$ cat config.mk
export PLATFORM = sky130hd
export DESIGN_NAME = sgl_link_ctrl
export DESIGN_NICKNAME = d
export VERILOG_FILES = /design/src/hdl/sgl_pkg.sv /design/src/hdl/sgl_cdr.sv /design/src/hdl/sgl_link_ctrl.sv
export SDC_FILE = /design/constraint.sdc
export NUM_CORES = 1
export LEC_CHECK = 0
export BUFFER_PORTS_ARGS = -buffer_cell sky130_fd_sc_hd__buf_2
export CAP_MARGIN = 40
export CORE_UTILIZATION = 35
export CTS_BUF_LIST = sky130_fd_sc_hd__clkbuf_8
export DETAILED_ROUTE_END_ITERATION = 10
export GPL_ROUTABILITY_DRIVEN = 0
export PLACE_DENSITY = 0.51
export SETUP_SLACK_MARGIN = 0.5
export SYNTH_ARGS = -nofsm -noshare
export SYNTH_HDL_FRONTEND = slang
export SYNTH_HIERARCHICAL = 1
export SYNTH_SLANG_ARGS = --single-unit
$ cat constraint.sdc
create_clock -name i_mclk -period 11.21 [get_ports i_mclk]
set_input_delay 0.5605 -clock i_mclk [delete_from_list [all_inputs] [get_ports i_mclk]]
set_output_delay 0.5605 -clock i_mclk [all_outputs]
set_load 0.02 [all_outputs]
$ cat src/hdl/sgl_pkg.sv
package sgl_pkg;
  // ==========================================================
  // clock and timing
  localparam int unsigned CLK_HZ = 20_000_000;
  localparam int unsigned CLK_MHZ = CLK_HZ / 1_000_000;
  localparam int unsigned REG_SETTLE_NS = 1000; // regulator settling, least
  localparam int unsigned SETTLE_CYC = (REG_SETTLE_NS * CLK_MHZ + 999) / 1000;
  localparam int unsigned LOCK_REF_CYC = 200; // lock bound in reference cycles
  localparam int unsigned REF_HZ = 125_000_000;
  localparam int unsigned LOCK_CYC_RAW = (LOCK_REF_CYC * CLK_MHZ) / (REF_HZ / 1_000_000);
  localparam int unsigned LOCK_CYC = (LOCK_CYC_RAW < 1) ? 1 : LOCK_CYC_RAW;
  localparam int unsigned LINE_RATE_KBPS = 1_250_000; // only line rate
  localparam logic [3:0] MPY_STD = 4'h5; // multiplier giving the line rate
  // ==========================================================
  // register byte addresses
  localparam logic [7:0] A_CTRL = 8'h00;
  localparam logic [7:0] A_STAT = 8'h04;
  localparam logic [7:0] A_ADV = 8'h08;
  localparam logic [7:0] A_AUX = 8'h0c;
  localparam logic [7:0] A_TXC = 8'h10;
  localparam logic [7:0] A_RXC = 8'h14;
  localparam logic [7:0] A_CDR = 8'h18;
  // ==========================================================
  // field positions
  localparam int unsigned F_EN = 0; // enable bit in ctrl, aux, tx and rx cfg
  localparam int unsigned F_RATE = 1; // rate field, two bits
  localparam int unsigned F_MPY = 1; // multiply factor, four bits
  localparam int unsigned F_LOSEN = 3;
  localparam int unsigned F_CDR = 4; // 0 first order, 1 second order enabled
  localparam int unsigned F_ALIGN = 6; // two bits
  localparam int unsigned S_LINK = 0;
  localparam int unsigned S_DONE = 1;
  localparam int unsigned S_ERR = 2;
  localparam int unsigned S_LOCK = 3;
  localparam int unsigned P_LINK = 15; // partner word fields
  localparam int unsigned P_FDX = 12;
  localparam int unsigned P_SPD = 10;
  localparam logic [1:0] SPD_GIG = 2'h2;
  localparam logic [1:0] RATE_FULL = 2'h0;
  localparam logic [1:0] RATE_HALF = 2'h1;
  localparam logic [1:0] RATE_QTR = 2'h2;
  localparam logic [1:0] ALIGN_COMMA = 2'h1;
  localparam logic [6:0] COMMA_P = 7'h7c; // comma seven bits, both polarities
  localparam logic [6:0] COMMA_N = 7'h03;
  localparam logic [1:0] RESP_OK = 2'h0;
  localparam logic [1:0] RESP_SLVERR = 2'h2;
  localparam logic [31:0] RST_ZERO = 32'h0000_0000;
  typedef enum {AN_IDLE, AN_WAIT, AN_DONE} sgl_an_t;
endpackage

$ cat src/hdl/sgl_cdr.sv
`timescale 1ns/1ps
module sgl_cdr
  import sgl_pkg::*;
(
  input wire logic i_mclk,
  input wire logic i_arst_n,
  input wire logic i_run,
  input wire logic i_win_valid,
  input wire logic [7:0] i_data,
  input wire logic [8:0] i_phase,
  input wire logic i_second_order,
  output logic [7:0] o_phase_q,
  output logic signed [5:0] o_freq_q
);
  // ==========================================================
  // vote per adjacent data pair; data[7] is seen again as next dext[0]
  logic last_q;
  logic [7:0] early;
  logic [7:0] late;
  logic [8:0] dext;
  assign dext = {i_data, last_q};
  for (genvar i = 0; i < 8; i++) begin : g_vote
    assign late[i] = (dext[i] != dext[i + 1]) && (i_phase[i] == dext[i]); // RULE14
    assign early[i] = (dext[i] != dext[i + 1]) && (i_phase[i] != dext[i]); // RULE14
  end
  logic [3:0] n_early;
  logic [3:0] n_late;
  always_comb begin
    n_early = 4'h0;
    n_late = 4'h0;
    for (int k = 0; k < 8; k++) begin
      n_early = n_early + {3'h0, early[k]};
      n_late = n_late + {3'h0, late[k]};
    end
  end
  logic mv_late;
  logic mv_early;
  assign mv_late = n_late > n_early; // RULE15
  assign mv_early = n_early > n_late; // RULE15
  // ==========================================================
  // phase and drift integrators, frozen while not running
  always_ff @(posedge i_mclk or negedge i_arst_n) begin
    if (!i_arst_n) begin
      last_q <= 1'b0;
      o_phase_q <= 8'h00;
      o_freq_q <= 6'sh00;
    end else if (i_run && i_win_valid) begin // RULE13
      last_q <= i_data[7];
      if (i_second_order) begin
        o_freq_q <= o_freq_q + (mv_late ? 6'sh01 : 6'sh00) - (mv_early ? 6'sh01 : 6'sh00); // RULE17
        o_phase_q <= o_phase_q + 8'(o_freq_q) + (mv_late ? 8'h01 : 8'h00)
                     - (mv_early ? 8'h01 : 8'h00); // RULE17
      end else begin
        o_phase_q <= o_phase_q + (mv_late ? 8'h01 : 8'h00) - (mv_early ? 8'h01 : 8'h00); // RULE16
      end
    end
  end

  chk_first_order_step: assert property (@(posedge i_mclk) disable iff (!i_arst_n) // RULE16
    i_run && i_win_valid && !i_second_order && mv_late |=> o_phase_q == $past(o_phase_q) + 8'h01)
    else $error("first order late step wrong");
  chk_freeze_holds: assert property (@(posedge i_mclk) disable iff (!i_arst_n) // RULE13
    !i_run |=> $stable(o_phase_q) && $stable(o_freq_q))
    else $error("recovery moved while frozen");
  chk_no_majority: assert property (@(posedge i_mclk) disable iff (!i_arst_n) // RULE15
    i_run && i_win_valid && !i_second_order && n_early == n_late |=> $stable(o_phase_q))
    else $error("phase moved without majority");
endmodule // sgl_cdr

$ cat src/hdl/sgl_link_ctrl.sv
`timescale 1ns/1ps
// Operation
// RULE1 - software writes one to advertised ability and control to start negotiation
// RULE2 - software polls status until negotiation done without error
// RULE3 - fault flag set when partner commands half duplex at gigabit
// RULE4 - software lets link adapter signals set mac speed and duplex
// RULE5 - software never selects the eight-bit pll mode
// RULE6 - software waits one microsecond after pll enable for the regulator
// RULE7 - pll locks within 200 reference cycles after settling
// RULE8 - link runs only at the standard 1.25 Gbps line rate
// RULE9 - rate field: 00 two samples, 01 one, 10 one per two cycles
// RULE10 - receiver and transmitter each hold their own rate field
// RULE11 - transmitter disabled gates its logic but byte clock keeps running
// RULE12 - receiver disabled gates off all receiver logic and clocks
// RULE13 - loss of signal with monitoring enabled freezes clock recovery
// RULE14 - differing adjacent samples make the middle phase sample one vote
// RULE15 - votes gathered over eight data samples; adjust only on majority
// RULE16 - first order recovery takes one step per majority
// RULE17 - second order recovery steps by net drift, can be disabled
// RULE18 - align field 01 aligns symbols to comma symbols
// RULE19 - single-bit jog input lets core logic shift alignment
// RULE20 - loopback change: clear negotiation, soft reset, set loopback, release
// RULE21 - software waits for pll settle and lock before enabling anything
module sgl_link_ctrl
  import sgl_pkg::*;
(
  input wire logic i_mclk,
  input wire logic i_arst_n,
  input wire logic [7:0] i_awaddr,
  input wire logic i_awvalid,
  output logic o_awready,
  input wire logic [31:0] i_wdata,
  input wire logic [3:0] i_wstrb,
  input wire logic i_wvalid,
  output logic o_wready,
  output logic [1:0] o_bresp,
  output logic o_bvalid,
  input wire logic i_bready,
  input wire logic [7:0] i_araddr,
  input wire logic i_arvalid,
  output logic o_arready,
  output logic [31:0] o_rdata,
  output logic [1:0] o_rresp,
  output logic o_rvalid,
  input wire logic i_rready,
  input wire logic [15:0] i_partner_cfg,
  input wire logic i_partner_cfg_valid,
  input wire logic i_los,
  input wire logic [9:0] i_rx_word,
  input wire logic i_rx_word_valid,
  input wire logic i_align_jog,
  input wire logic i_cdr_win_valid,
  input wire logic [7:0] i_cdr_data,
  input wire logic [8:0] i_cdr_phase,
  output logic o_pll_en,
  output logic o_tx_byte_clk,
  output logic o_tx_clk_en,
  output logic o_rx_clk_en,
  output logic [1:0] o_tx_smp_cnt,
  output logic [1:0] o_rx_smp_cnt,
  output logic [9:0] o_rx_sym,
  output logic o_rx_sym_valid,
  output logic o_link_up,
  output logic o_gig_full_duplex
);
  // ==========================================================
  // registers
  logic [31:0] ctrl_q, adv_q, aux_q, txc_q, rxc_q;
  logic an_done_q, an_err_q, pll_lock_q;
  logic [7:0] cdr_phase;
  logic signed [5:0] cdr_freq;
  logic wr_go, rd_go;
  logic [31:0] wmask;
  assign wmask = {{8{i_wstrb[3]}}, {8{i_wstrb[2]}}, {8{i_wstrb[1]}}, {8{i_wstrb[0]}}};
  assign wr_go = i_awvalid && i_wvalid && !o_bvalid;
  assign rd_go = i_arvalid && !o_rvalid;

  // ==========================================================
  // write channel: address and data taken together, response next cycle
  always_ff @(posedge i_mclk or negedge i_arst_n) begin
    if (!i_arst_n) begin
      o_awready <= 1'b0;
      o_wready <= 1'b0;
      o_bvalid <= 1'b0;
      o_bresp <= RESP_OK;
    end else begin
      o_awready <= wr_go && !o_awready;
      o_wready <= wr_go && !o_wready;
      if (wr_go && !o_awready) begin
        o_bvalid <= 1'b1;
        o_bresp <= (i_awaddr inside {A_CTRL, A_ADV, A_AUX, A_TXC, A_RXC})
                   ? RESP_OK : RESP_SLVERR;
      end else if (i_bready) begin
        o_bvalid <= 1'b0;
      end
    end
  end

  // config register storage with byte strobes
  always_ff @(posedge i_mclk or negedge i_arst_n) begin
    if (!i_arst_n) begin
      ctrl_q <= RST_ZERO;
      adv_q <= RST_ZERO;
      aux_q <= RST_ZERO;
      txc_q <= RST_ZERO;
      rxc_q <= RST_ZERO;
    end else if (wr_go && !o_awready) begin
      case (i_awaddr)
        A_CTRL: ctrl_q <= (ctrl_q & ~wmask) | (i_wdata & wmask);
        A_ADV: adv_q <= (adv_q & ~wmask) | (i_wdata & wmask);
        A_AUX: aux_q <= (aux_q & ~wmask) | (i_wdata & wmask);
        A_TXC: txc_q <= (txc_q & ~wmask) | (i_wdata & wmask); // RULE10
        A_RXC: rxc_q <= (rxc_q & ~wmask) | (i_wdata & wmask); // RULE10
        default: ;
      endcase
    end
  end

  // ==========================================================
  // read channel: data one cycle after address taken
  always_ff @(posedge i_mclk or negedge i_arst_n) begin
    if (!i_arst_n) begin
      o_arready <= 1'b0;
      o_rvalid <= 1'b0;
      o_rdata <= RST_ZERO;
      o_rresp <= RESP_OK;
    end else begin
      o_arready <= rd_go && !o_arready;
      if (rd_go && !o_arready) begin
        o_rvalid <= 1'b1;
        o_rresp <= RESP_OK;
        case (i_araddr)
          A_CTRL: o_rdata <= ctrl_q;
          A_ADV: o_rdata <= adv_q;
          A_AUX: o_rdata <= aux_q;
          A_TXC: o_rdata <= txc_q;
          A_RXC: o_rdata <= rxc_q;
          A_STAT: o_rdata <= {28'h0, pll_lock_q, an_err_q, an_done_q, o_link_up};
          A_CDR: o_rdata <= {18'h0, cdr_freq, cdr_phase};
          default: begin
            o_rdata <= RST_ZERO;
            o_rresp <= RESP_SLVERR;
          end
        endcase
      end else if (i_rready) begin
        o_rvalid <= 1'b0;
      end
    end
  end

  // ==========================================================
  // pll settle then lock timing
  logic [8:0] pll_cnt_q;
  logic mpy_ok;
  assign mpy_ok = aux_q[F_MPY +: 4] == MPY_STD; // RULE8
  always_ff @(posedge i_mclk or negedge i_arst_n) begin
    if (!i_arst_n) begin
      pll_cnt_q <= 9'h000;
      pll_lock_q <= 1'b0;
      o_pll_en <= 1'b0;
    end else begin
      o_pll_en <= aux_q[F_EN];
      if (!aux_q[F_EN] || !mpy_ok) begin
        pll_cnt_q <= 9'h000;
        pll_lock_q <= 1'b0;
      end else if (pll_cnt_q == 9'(SETTLE_CYC + LOCK_CYC - 1)) begin
        pll_lock_q <= 1'b1; // RULE7
      end else begin
        pll_cnt_q <= pll_cnt_q + 9'h001;
      end
    end
  end

  // ==========================================================
  // loss of signal pin synchroniser
  logic los_s1_q, los_s2_q;
  always_ff @(posedge i_mclk or negedge i_arst_n) begin
    if (!i_arst_n) begin
      los_s1_q <= 1'b0;
      los_s2_q <= 1'b0;
    end else begin
      los_s1_q <= i_los;
      los_s2_q <= los_s1_q;
    end
  end

  // ==========================================================
  // auto-negotiation: wait for partner word, then report outcome
  sgl_an_t an_q;
  logic hdx_gig;
  assign hdx_gig = (i_partner_cfg[P_SPD +: 2] == SPD_GIG) && !i_partner_cfg[P_FDX];
  always_ff @(posedge i_mclk or negedge i_arst_n) begin
    if (!i_arst_n) begin
      an_q <= AN_IDLE;
      an_done_q <= 1'b0;
      an_err_q <= 1'b0;
      o_link_up <= 1'b0;
      o_gig_full_duplex <= 1'b0;
    end else begin
      case (an_q)
        AN_IDLE: begin
          if (ctrl_q[F_EN] && pll_lock_q) begin
            an_q <= AN_WAIT;
          end
          an_done_q <= 1'b0;
          an_err_q <= 1'b0;
          o_link_up <= 1'b0;
        end
        AN_WAIT: begin
          if (!ctrl_q[F_EN]) begin
            an_q <= AN_IDLE;
          end else if (i_partner_cfg_valid) begin
            an_q <= AN_DONE;
            an_done_q <= 1'b1;
            an_err_q <= hdx_gig; // RULE3
            o_link_up <= i_partner_cfg[P_LINK] && !hdx_gig;
            o_gig_full_duplex <= !hdx_gig && (i_partner_cfg[P_SPD +: 2] == SPD_GIG);
          end
        end
        AN_DONE: begin
          if (i_partner_cfg_valid && hdx_gig) begin
            an_err_q <= 1'b1; // RULE3
          end
          if (!ctrl_q[F_EN] || !pll_lock_q) begin
            an_q <= AN_IDLE;
          end
        end
        default: an_q <= AN_IDLE;
      endcase
    end
  end

  // ==========================================================
  // byte clock runs free; enables gate direction logic
  logic [1:0] phase_cnt_q;
  always_ff @(posedge i_mclk or negedge i_arst_n) begin
    if (!i_arst_n) begin
      o_tx_byte_clk <= 1'b0;
      o_tx_clk_en <= 1'b0;
      o_rx_clk_en <= 1'b0;
      phase_cnt_q <= 2'h0;
    end else begin
      o_tx_byte_clk <= !o_tx_byte_clk; // RULE11
      o_tx_clk_en <= txc_q[F_EN]; // RULE11
      o_rx_clk_en <= rxc_q[F_EN]; // RULE12
      phase_cnt_q <= phase_cnt_q + 2'h1;
    end
  end

  // per-direction sample count per pll cycle
  logic [1:0] rate_sel [2];
  logic dir_en [2];
  logic [1:0] smp_q [2];
  assign rate_sel[0] = txc_q[F_RATE +: 2];
  assign rate_sel[1] = rxc_q[F_RATE +: 2];
  assign dir_en[0] = txc_q[F_EN];
  assign dir_en[1] = rxc_q[F_EN];
  for (genvar d = 0; d < 2; d++) begin : g_rate
    always_ff @(posedge i_mclk or negedge i_arst_n) begin
      if (!i_arst_n) begin
        smp_q[d] <= 2'h0;
      end else if (!dir_en[d]) begin
        smp_q[d] <= 2'h0;
      end else begin
        case (rate_sel[d]) // RULE9
          RATE_FULL: smp_q[d] <= 2'h2;
          RATE_HALF: smp_q[d] <= 2'h1;
          RATE_QTR: smp_q[d] <= {1'b0, phase_cnt_q[0]};
          default: smp_q[d] <= 2'h0;
        endcase
      end
    end
  end
  assign o_tx_smp_cnt = smp_q[0];
  assign o_rx_smp_cnt = smp_q[1];

  // ==========================================================
  // symbol alignment: comma search or core jog
  logic [9:0] prev_q;
  logic [3:0] off_q;
  logic [19:0] cat;
  logic [9:0] hit;
  assign cat = {i_rx_word, prev_q};
  for (genvar b = 0; b < 10; b++) begin : g_comma
    assign hit[b] = (cat[b +: 7] == COMMA_P) || (cat[b +: 7] == COMMA_N);
  end
  logic [3:0] hit_off;
  always_comb begin
    hit_off = off_q;
    for (int k = 9; k >= 0; k--) begin
      if (hit[k]) begin
        hit_off = 4'(k);
      end
    end
  end
  always_ff @(posedge i_mclk or negedge i_arst_n) begin
    if (!i_arst_n) begin
      prev_q <= 10'h000;
      off_q <= 4'h0;
      o_rx_sym <= 10'h000;
      o_rx_sym_valid <= 1'b0;
    end else if (!rxc_q[F_EN]) begin // RULE12
      o_rx_sym_valid <= 1'b0;
    end else begin
      o_rx_sym_valid <= i_rx_word_valid;
      if (i_rx_word_valid) begin
        prev_q <= i_rx_word;
        o_rx_sym <= cat[off_q +: 10];
        if (i_align_jog) begin
          off_q <= (off_q == 4'h9) ? 4'h0 : off_q + 4'h1; // RULE19
        end else if (rxc_q[F_ALIGN +: 2] == ALIGN_COMMA && |hit) begin
          off_q <= hit_off; // RULE18
        end
      end
    end
  end

  // ==========================================================
  // clock recovery, frozen on loss of signal with monitoring enabled, or receiver off
  logic cdr_run;
  assign cdr_run = rxc_q[F_EN] && !(rxc_q[F_LOSEN] && los_s2_q); // RULE13
  sgl_cdr u_cdr (
    .i_mclk(i_mclk),
    .i_arst_n(i_arst_n),
    .i_run(cdr_run),
    .i_win_valid(i_cdr_win_valid),
    .i_data(i_cdr_data),
    .i_phase(i_cdr_phase),
    .i_second_order(rxc_q[F_CDR]),
    .o_phase_q(cdr_phase),
    .o_freq_q(cdr_freq)
  );

  // edges from the enable being seen to the last edge without lock
  localparam int LOCK_DLY = SETTLE_CYC + LOCK_CYC - 1;
  chk_hdx_gig_fault: assert property (@(posedge i_mclk) disable iff (!i_arst_n) // RULE3
    an_q == AN_WAIT && ctrl_q[F_EN] && i_partner_cfg_valid && hdx_gig |=> an_err_q && an_done_q)
    else $error("half duplex gigabit not flagged");
  chk_pll_lock_time: assert property (@(posedge i_mclk) disable iff (!i_arst_n) // RULE7
    $rose(aux_q[F_EN]) && mpy_ok |-> ##LOCK_DLY !pll_lock_q ##1 pll_lock_q)
    else $error("pll lock timing wrong");
  chk_byte_clk_runs: assert property (@(posedge i_mclk) disable iff (!i_arst_n) // RULE11
    i_arst_n && !txc_q[F_EN] |=> o_tx_byte_clk != $past(o_tx_byte_clk))
    else $error("byte clock stopped");
  chk_rx_off_gates: assert property (@(posedge i_mclk) disable iff (!i_arst_n) // RULE12
    !rxc_q[F_EN] |=> !o_rx_sym_valid && !o_rx_clk_en && o_rx_smp_cnt == 2'h0)
    else $error("receiver active while off");
  chk_full_rate_cnt: assert property (@(posedge i_mclk) disable iff (!i_arst_n) // RULE9
    txc_q[F_EN] && txc_q[F_RATE +: 2] == RATE_FULL |=> o_tx_smp_cnt == 2'h2)
    else $error("full rate sample count wrong");
  chk_jog_shift: assert property (@(posedge i_mclk) disable iff (!i_arst_n) // RULE19
    rxc_q[F_EN] && i_rx_word_valid && i_align_jog && off_q < 4'h9 |=> off_q == $past(off_q) + 4'h1)
    else $error("jog did not shift alignment");
endmodule // sgl_link_ctrl

# ---- Word-level counts from Yosys, hierarchy flattened
# Index checks and enable logic that the tools add are counted.
dict set report totals {
  register_bits 299
  out_inout_bits 62
  word_cells 279
}
dict set report op_classes {
  mux 49
  n_bitwise 12
  n_eq_ne 72
  addsub 24
  shift 1
  n_reduce_logical 83
  order_cmp 2
}
# op count
set ops {}
lappend ops {{$pmux W32 S7} 1}
lappend ops {{$and A32 B32 Y32} 6}
lappend ops {{$or A32 B32 Y32} 5}
lappend ops {{$mux W32} 4}
lappend ops {{$pmux W32 S3} 1}
lappend ops {{$eq A7 B2 Y1 const B} 10}
lappend ops {{$eq A7 B7 Y1 const B} 10}
lappend ops {{$mux W4} 13}
lappend ops {{$add A4 B1 Y4} 12}
lappend ops {{$eq A8 B5 Y1 const B} 5}
lappend ops {{$eq A32 B1 Y1 const B} 1}
lappend ops {{$eq A32 B2 Y1 const B} 1}
lappend ops {{$eq A8 B4 Y1 const B} 4}
lappend ops {{$logic_not A32 Y1} 1}
lappend ops {{$not A32 Y32} 1}
lappend ops {{$logic_and A1 B1 Y1} 31}
lappend ops {{$shiftx A20 B5 Y10} 1}
lappend ops {{$mux W1} 18}
lappend ops {{$mux W9} 2}
lappend ops {{$add A8 B8 Y8} 2}
lappend ops {{$logic_not A8 Y1} 2}
lappend ops {{$ne A1 B1 Y1} 16}
lappend ops {{$sub A8 B8 Y8} 2}
lappend ops {{$reduce_and A2 Y1} 7}
lappend ops {{other kinds (33)} 87}

# ---- Longest topological paths before layout
dict set report logic_depth {
  ltp_word 14
  depth_mapped 28
}

# ---- By module
# Netlist, hierarchy kept.
# mod area_per_inst_um2 instances cells_per_inst seq_area_each_um2
set by_module_without_submodules {}
lappend by_module_without_submodules {sgl_link_ctrl 11949.0 1 976 6281.0}
lappend by_module_without_submodules {sgl_cdr 2262.2 1 269 375.4}

# ---- Least setup slack after synthesis
# Ideal clock, no wire load.
dict set report synth_path {
  path_kind {input port to flip-flop}
  start {input i_cdr_data[0]}
  end {register u_cdr.o_phase_q[6]}
  required_time_ns 11.116
  setup_slack_ns 5.187
  path_stages 27
  t_arrival_ns 5.929
  path_buffers 0
  setup_time_ns 0.094
  path_cell_list {nand2b_1 > mux2i_1 > fa_1 > inv_1 > fa_1 > fa_1 > inv_1 > ha_1 > inv_1 > fa_1 > ha_1 > nor2b_1 > o31a_1 > nor2_1 > or2_2 > inv_1 > ha_1 > xnor2_1 > ha_1 > a21oi_1 > fa_1 > nand2b_1 > a21oi_1 > o22ai_1 > xnor2_1 > nor2_1 > a211oi_1}
}
dict set report synth_between {
  elab_chain_len 14
}
# item line
set synth_rtl {}
lappend synth_rtl {{start: declaration} sgl_link_ctrl.sv:53} ;# input wire logic [7:0] i_cdr_data,
lappend synth_rtl {{$ne A1 B1 Y1 (tied with other cells)} {sgl_cdr.sv:23, sgl_cdr.sv:24}}
lappend synth_rtl {{$logic_and A1 B1 Y1, on equally long branches} {sgl_cdr.sv:23, sgl_cdr.sv:24}}
lappend synth_rtl {{$add A1 B1 Y2, on equally long branches} {sgl_cdr.sv:33, sgl_cdr.sv:32}}
lappend synth_rtl {{$add A4 B1 Y4, on equally long branches (6 in a row)} {sgl_cdr.sv:33, sgl_cdr.sv:32}}
lappend synth_rtl {{$gt A4 B4 Y1} sgl_cdr.sv:38} ;# assign mv_late = n_late > n_early;
lappend synth_rtl {{$mux W1} {sgl_cdr.sv:51, sgl_cdr.sv:54}}
lappend synth_rtl {{$add A8 B8 Y8 or $add A8 B1 Y8 (tied branches)} {sgl_cdr.sv:54, sgl_cdr.sv:51}}
lappend synth_rtl {{$sub A8 B8 Y8, on equally long branches} {sgl_cdr.sv:54, sgl_cdr.sv:52}}
lappend synth_rtl {{$mux W8 *} sgl_cdr.sv:49} ;# if (i_second_order) begin
lappend synth_rtl {{end signal: assignment} sgl_cdr.sv:51} ;# o_phase_q <= o_phase_q + 8'(o_freq_q) + (mv_late ? 8'h01 : 8'h00)
lappend synth_rtl {{end signal: assignment} sgl_cdr.sv:54} ;# o_phase_q <= o_phase_q + (mv_late ? 8'h01 : 8'h00) - (mv_early ? 8'h01 : 8'h00);
lappend synth_rtl {{end: declaration} sgl_cdr.sv:12} ;# output logic [7:0] o_phase_q,
# Mark *: on every way between the ends. The rest lies on a longest branch, timed or not.
# A chain may end at the register's enable or synchronous reset.

# ---- Worst setup path after layout
dict set report layout_path {
  start {register u_cdr.last_q}
  end {register u_cdr.o_phase_q[6]}
}
dict set report layout_between {
  elab_chain_len 14
}
# item line
set layout_rtl {}
lappend layout_rtl {{start: declaration} sgl_cdr.sv:17} ;# logic last_q;
lappend layout_rtl {{start signal: assignment} sgl_cdr.sv:48} ;# last_q <= i_data[7];
lappend layout_rtl {{$ne A1 B1 Y1 (tied with other cells)} {sgl_cdr.sv:23, sgl_cdr.sv:24}}
lappend layout_rtl {{$logic_and A1 B1 Y1, on equally long branches} {sgl_cdr.sv:23, sgl_cdr.sv:24}}
lappend layout_rtl {{$add A1 B1 Y2, on equally long branches} {sgl_cdr.sv:33, sgl_cdr.sv:32}}
lappend layout_rtl {{$add A4 B1 Y4, on equally long branches (6 in a row)} {sgl_cdr.sv:33, sgl_cdr.sv:32}}
lappend layout_rtl {{$gt A4 B4 Y1} sgl_cdr.sv:38}
lappend layout_rtl {{$mux W1} {sgl_cdr.sv:51, sgl_cdr.sv:54}}
lappend layout_rtl {{$add A8 B8 Y8 or $add A8 B1 Y8 (tied branches)} {sgl_cdr.sv:54, sgl_cdr.sv:51}}
lappend layout_rtl {{$sub A8 B8 Y8, on equally long branches} {sgl_cdr.sv:54, sgl_cdr.sv:52}}
lappend layout_rtl {{$mux W8 *} sgl_cdr.sv:49}
# Marked as above.

==> flow_summary.ini <==
[routing]
via_count = 10300
wl_per_cell_um = 18.6
viasPerCell = 5.26
drt-initial-drc-count = 453
drt_pass1_iterations = 5
post-route-drc-count = 0
ant_nets = 0
drt_wl_total_um = 36400

[yosys]
yosysWarnings = 6
syn-instance-count = 1245
async_flop_share_pct = 100
seq_area_frac_synth_pct = 46.8
syn_area_per_cell_um2 = 11.4
yosys.area.top_type = dfrtp_1
synth_top_area_share_pct = 46.8
synth-edff-count = 0
ys.flop_type = dfrtp_1
ys_top_cells_by_area = dfrtp_1, mux2_2, mux2i_1
ys_types = 85
ys_ff_latch = 266
netlist_area_mm2 = 0.0142

[sta]
clock_skew_ps = 19.7
setup_viol = 0
min_period_ps = 6310
relSlewSlack_pct = 35.0
hold_viol = 0
grt_setup_unrepaired = no
worst-slew-pin-transition_ps = 975
tns_ps = 0
slew_violations = 0
max_freq_mhz = 158
fin_crit_sh_pct = 56.3
whs_ps = 13.5

[global_routing]
grt_remaining_overflow = 0
grt_pass1_vias = 10500
grt_antenna_before_repair = 3
grt_first_pass_wirelength_um = 58300
grt_max_degree = 149
grt_util_all_layers_pct = 17.9

[critical_path]
rr_startpoint = u_cdr/last_q
critical_path_class = reg -> reg
cp.required_ps = 11710
cp_common_cell = fa_1
cpLargestDelayFamily = adder cells
reg2reg_to = u_cdr/o_phase_q[6]
critical_path_buf_inv_count = 4
r2r_slack_ps = 4900
crit_slowest_cell = fa_1
cp.arrival_ps = 6810
path_max_fanout = 4
crit_path_end_kind = flop
cp-start-kind = flop
max_stage_delay_ps = 540
rr_worst_depth = 27

[floorplan]
die_area_mm2 = 0.0414
coreArea_mm2 = 0.0399
num_rows = 73
die_y_um = 204
die_x_um = 204
initial_core_util_pct = 35.6
io_pins = 169

[cells_and_area]
nets = 1558
drive_gt1_share_pct = 30.9
syn_to_final_growth_pct = 15.3
fillCellCount = 3876

[power_and_ir_drop]
power.leakage_uw = 0.00803
netSwitchingFraction_pct = 28.3
p_sw_uw = 635
clock_power_share_pct = 38.7
power_frac_seq_pct = 44.5
p_int_uw = 1610
ir_worst_vdd_v = 0.0000661
combinationalPowerShare_pct = 16.8
p_per_area_mw_per_mm2 = 137

[clocking]
clkLatencyLatePin_ps = 590
clockBufferDepth = 3
cts_setup_buffers = 0
cts_buffers = 48
clkSlewWorstSetupHoldPaths_ps = 60
cts_tree = yes
hold_buffers = 0
root_buffer = clkbuf_8
cts.sinks = 266
htreeDepth = 2
post_cts_resized = 0

[flow_run]
maxCapViolations = 0

[placement]
dp_hpwl_um = 25400
io_buffers = 153

[status]
status = complete, no violations

[hold_path]
hp-class = in -> async
[Yosys cell counts, drive strengths merged, types with 5 or more instances]
cell     number
and2         13
or3           5
a222oi       10
xnor2        13
nor2         50
mux2i        59
a21oi        41
fa           11
o22ai         7
mux2        189
buf          35
nor3         16
ha           41
dfrtp       266
o21ai        67
nand2b       15
a21o         10
inv          61
nand3        19
a22o         16
nor3b        10
clkbuf       27
a221oi       23
o2bb2ai      19
xor2         10
nand2        95
nor2b        15
a22oi        16
a211oi       11
[metal layers]
layer | global-route usage [%] | vias to the layer above | part of all wire (%)
met1 | 24.0 | 5161 | 46
li1 | - | 4859 | -
met5 | 0 | - | 0.080
met3 | 3.60 | 64 | 4.5
met2 | 28.9 | 189 | 47
met4 | 5.77 | 4 | 2.7
[worst register-to-register path: stages, from the launching register on]
cell	delay [ps]
dfrtp_1	360
nand2b_1	130
mux2i_1	90
fa_1	540
inv_1	70
fa_1	500
fa_1	540
inv_1	40
ha_1	210
inv_1	70
fa_1	410
ha_1	290
nor2b_1	140
o31a_1	260
nor2_1	210
or2_2	220
inv_1	90
ha_1	290
xnor2_1	160
ha_1	190
a21oi_1	60
fa_1	390
nand2b_1	190
a21oi_1	210
o22ai_1	130
xnor2_1	150
nor2_1	50
a211oi_1	220
[cells by family after synthesis]
family / synth area share, %
AND/OR/NAND/NOR: 10.7
flip-flops: 46.8
AO/OA/AOI/OAI: 12.3
multiplexers: 19.8
buffers and inverters: 3.79
adder cells (fa/ha/maj): 5.16
XOR/XNOR: 1.42
other: 0.0264
[power groups by stage]
stage                     combinational [µW]  sequential, µW  clock (µW)
after global routing                     439            1000         951
after global placement                   372            1020           0
after detailed placement                 379            1020           0
final                                    378            1000         870
after floorplan                          258            1010           0
after CTS                                383             999         907
[through the flow]
stage	power [µW]	instance area (µm²)	setup WS, ps	utilization (%)	cells
floorplan	1270	14200	5190	-	1246
global placement	1390	15400	4610	38.6	1869
detailed placement	1400	15500	4530	38.8	1874
CTS	2290	16400	4860	41.0	1952
global route	2390	16400	4400	41.0	1953
finish	2250	16400	4900	41.0	1954
[cell usage in the layout (no fill, tap or decap), types with 9 or more instances in the layout]
cell / instances
dfrtp_1: 266
a211oi_1: 11
a221oi_1: 22
nand2b_1: 14
xnor2_1: 13
a222oi_1: 10
nor3_1: 14
a21o_1: 10
nand2_1: 91
buf_2: 152
mux2_2: 185
a22o_1: 16
a22oi_1: 16
nor2_1: 49
nor2b_1: 15
a21oi_1: 40
inv_1: 77
nand3_1: 19
o21ai_1: 10
nor3b_1: 9
fa_1: 11
xor2_1: 10
mux2i_1: 59
and2_1: 13
o21ai_0: 56
ha_1: 41
clkbuf_8: 57
o2bb2ai_1: 19
[area by class of cell]
type                    instances  area [µm²]  share of cell area, %
multi-input cells             857        7030                   42.9
clock inverters                21         109                  0.664
flip-flops and latches        266        6660                   40.6
repair buffers                165         910                   5.55
clock buffers                  57         785                   4.79
well taps                     525         657                   4.01
diodes                          2        5.00                 0.0305
inverters                      61         229                   1.40
[how the worst max path moves through the flow]
stage                        startpoint            endpoint  slack, ps  cells past startpoint
after global placement    i_cdr_data[1]  u_cdr/o_phase_q[6]       4610                     28
after CTS                  u_cdr/last_q  u_cdr/o_phase_q[6]       4860                     27
after detailed placement  i_cdr_data[1]  u_cdr/o_phase_q[6]       4530                     28
after floorplan           i_cdr_data[0]  u_cdr/o_phase_q[6]       5190                     27
after global routing       u_cdr/last_q  u_cdr/o_phase_q[6]       4400                     27
final                      u_cdr/last_q  u_cdr/o_phase_q[6]       4900                     27
Power figures use the tool's default switching activity.
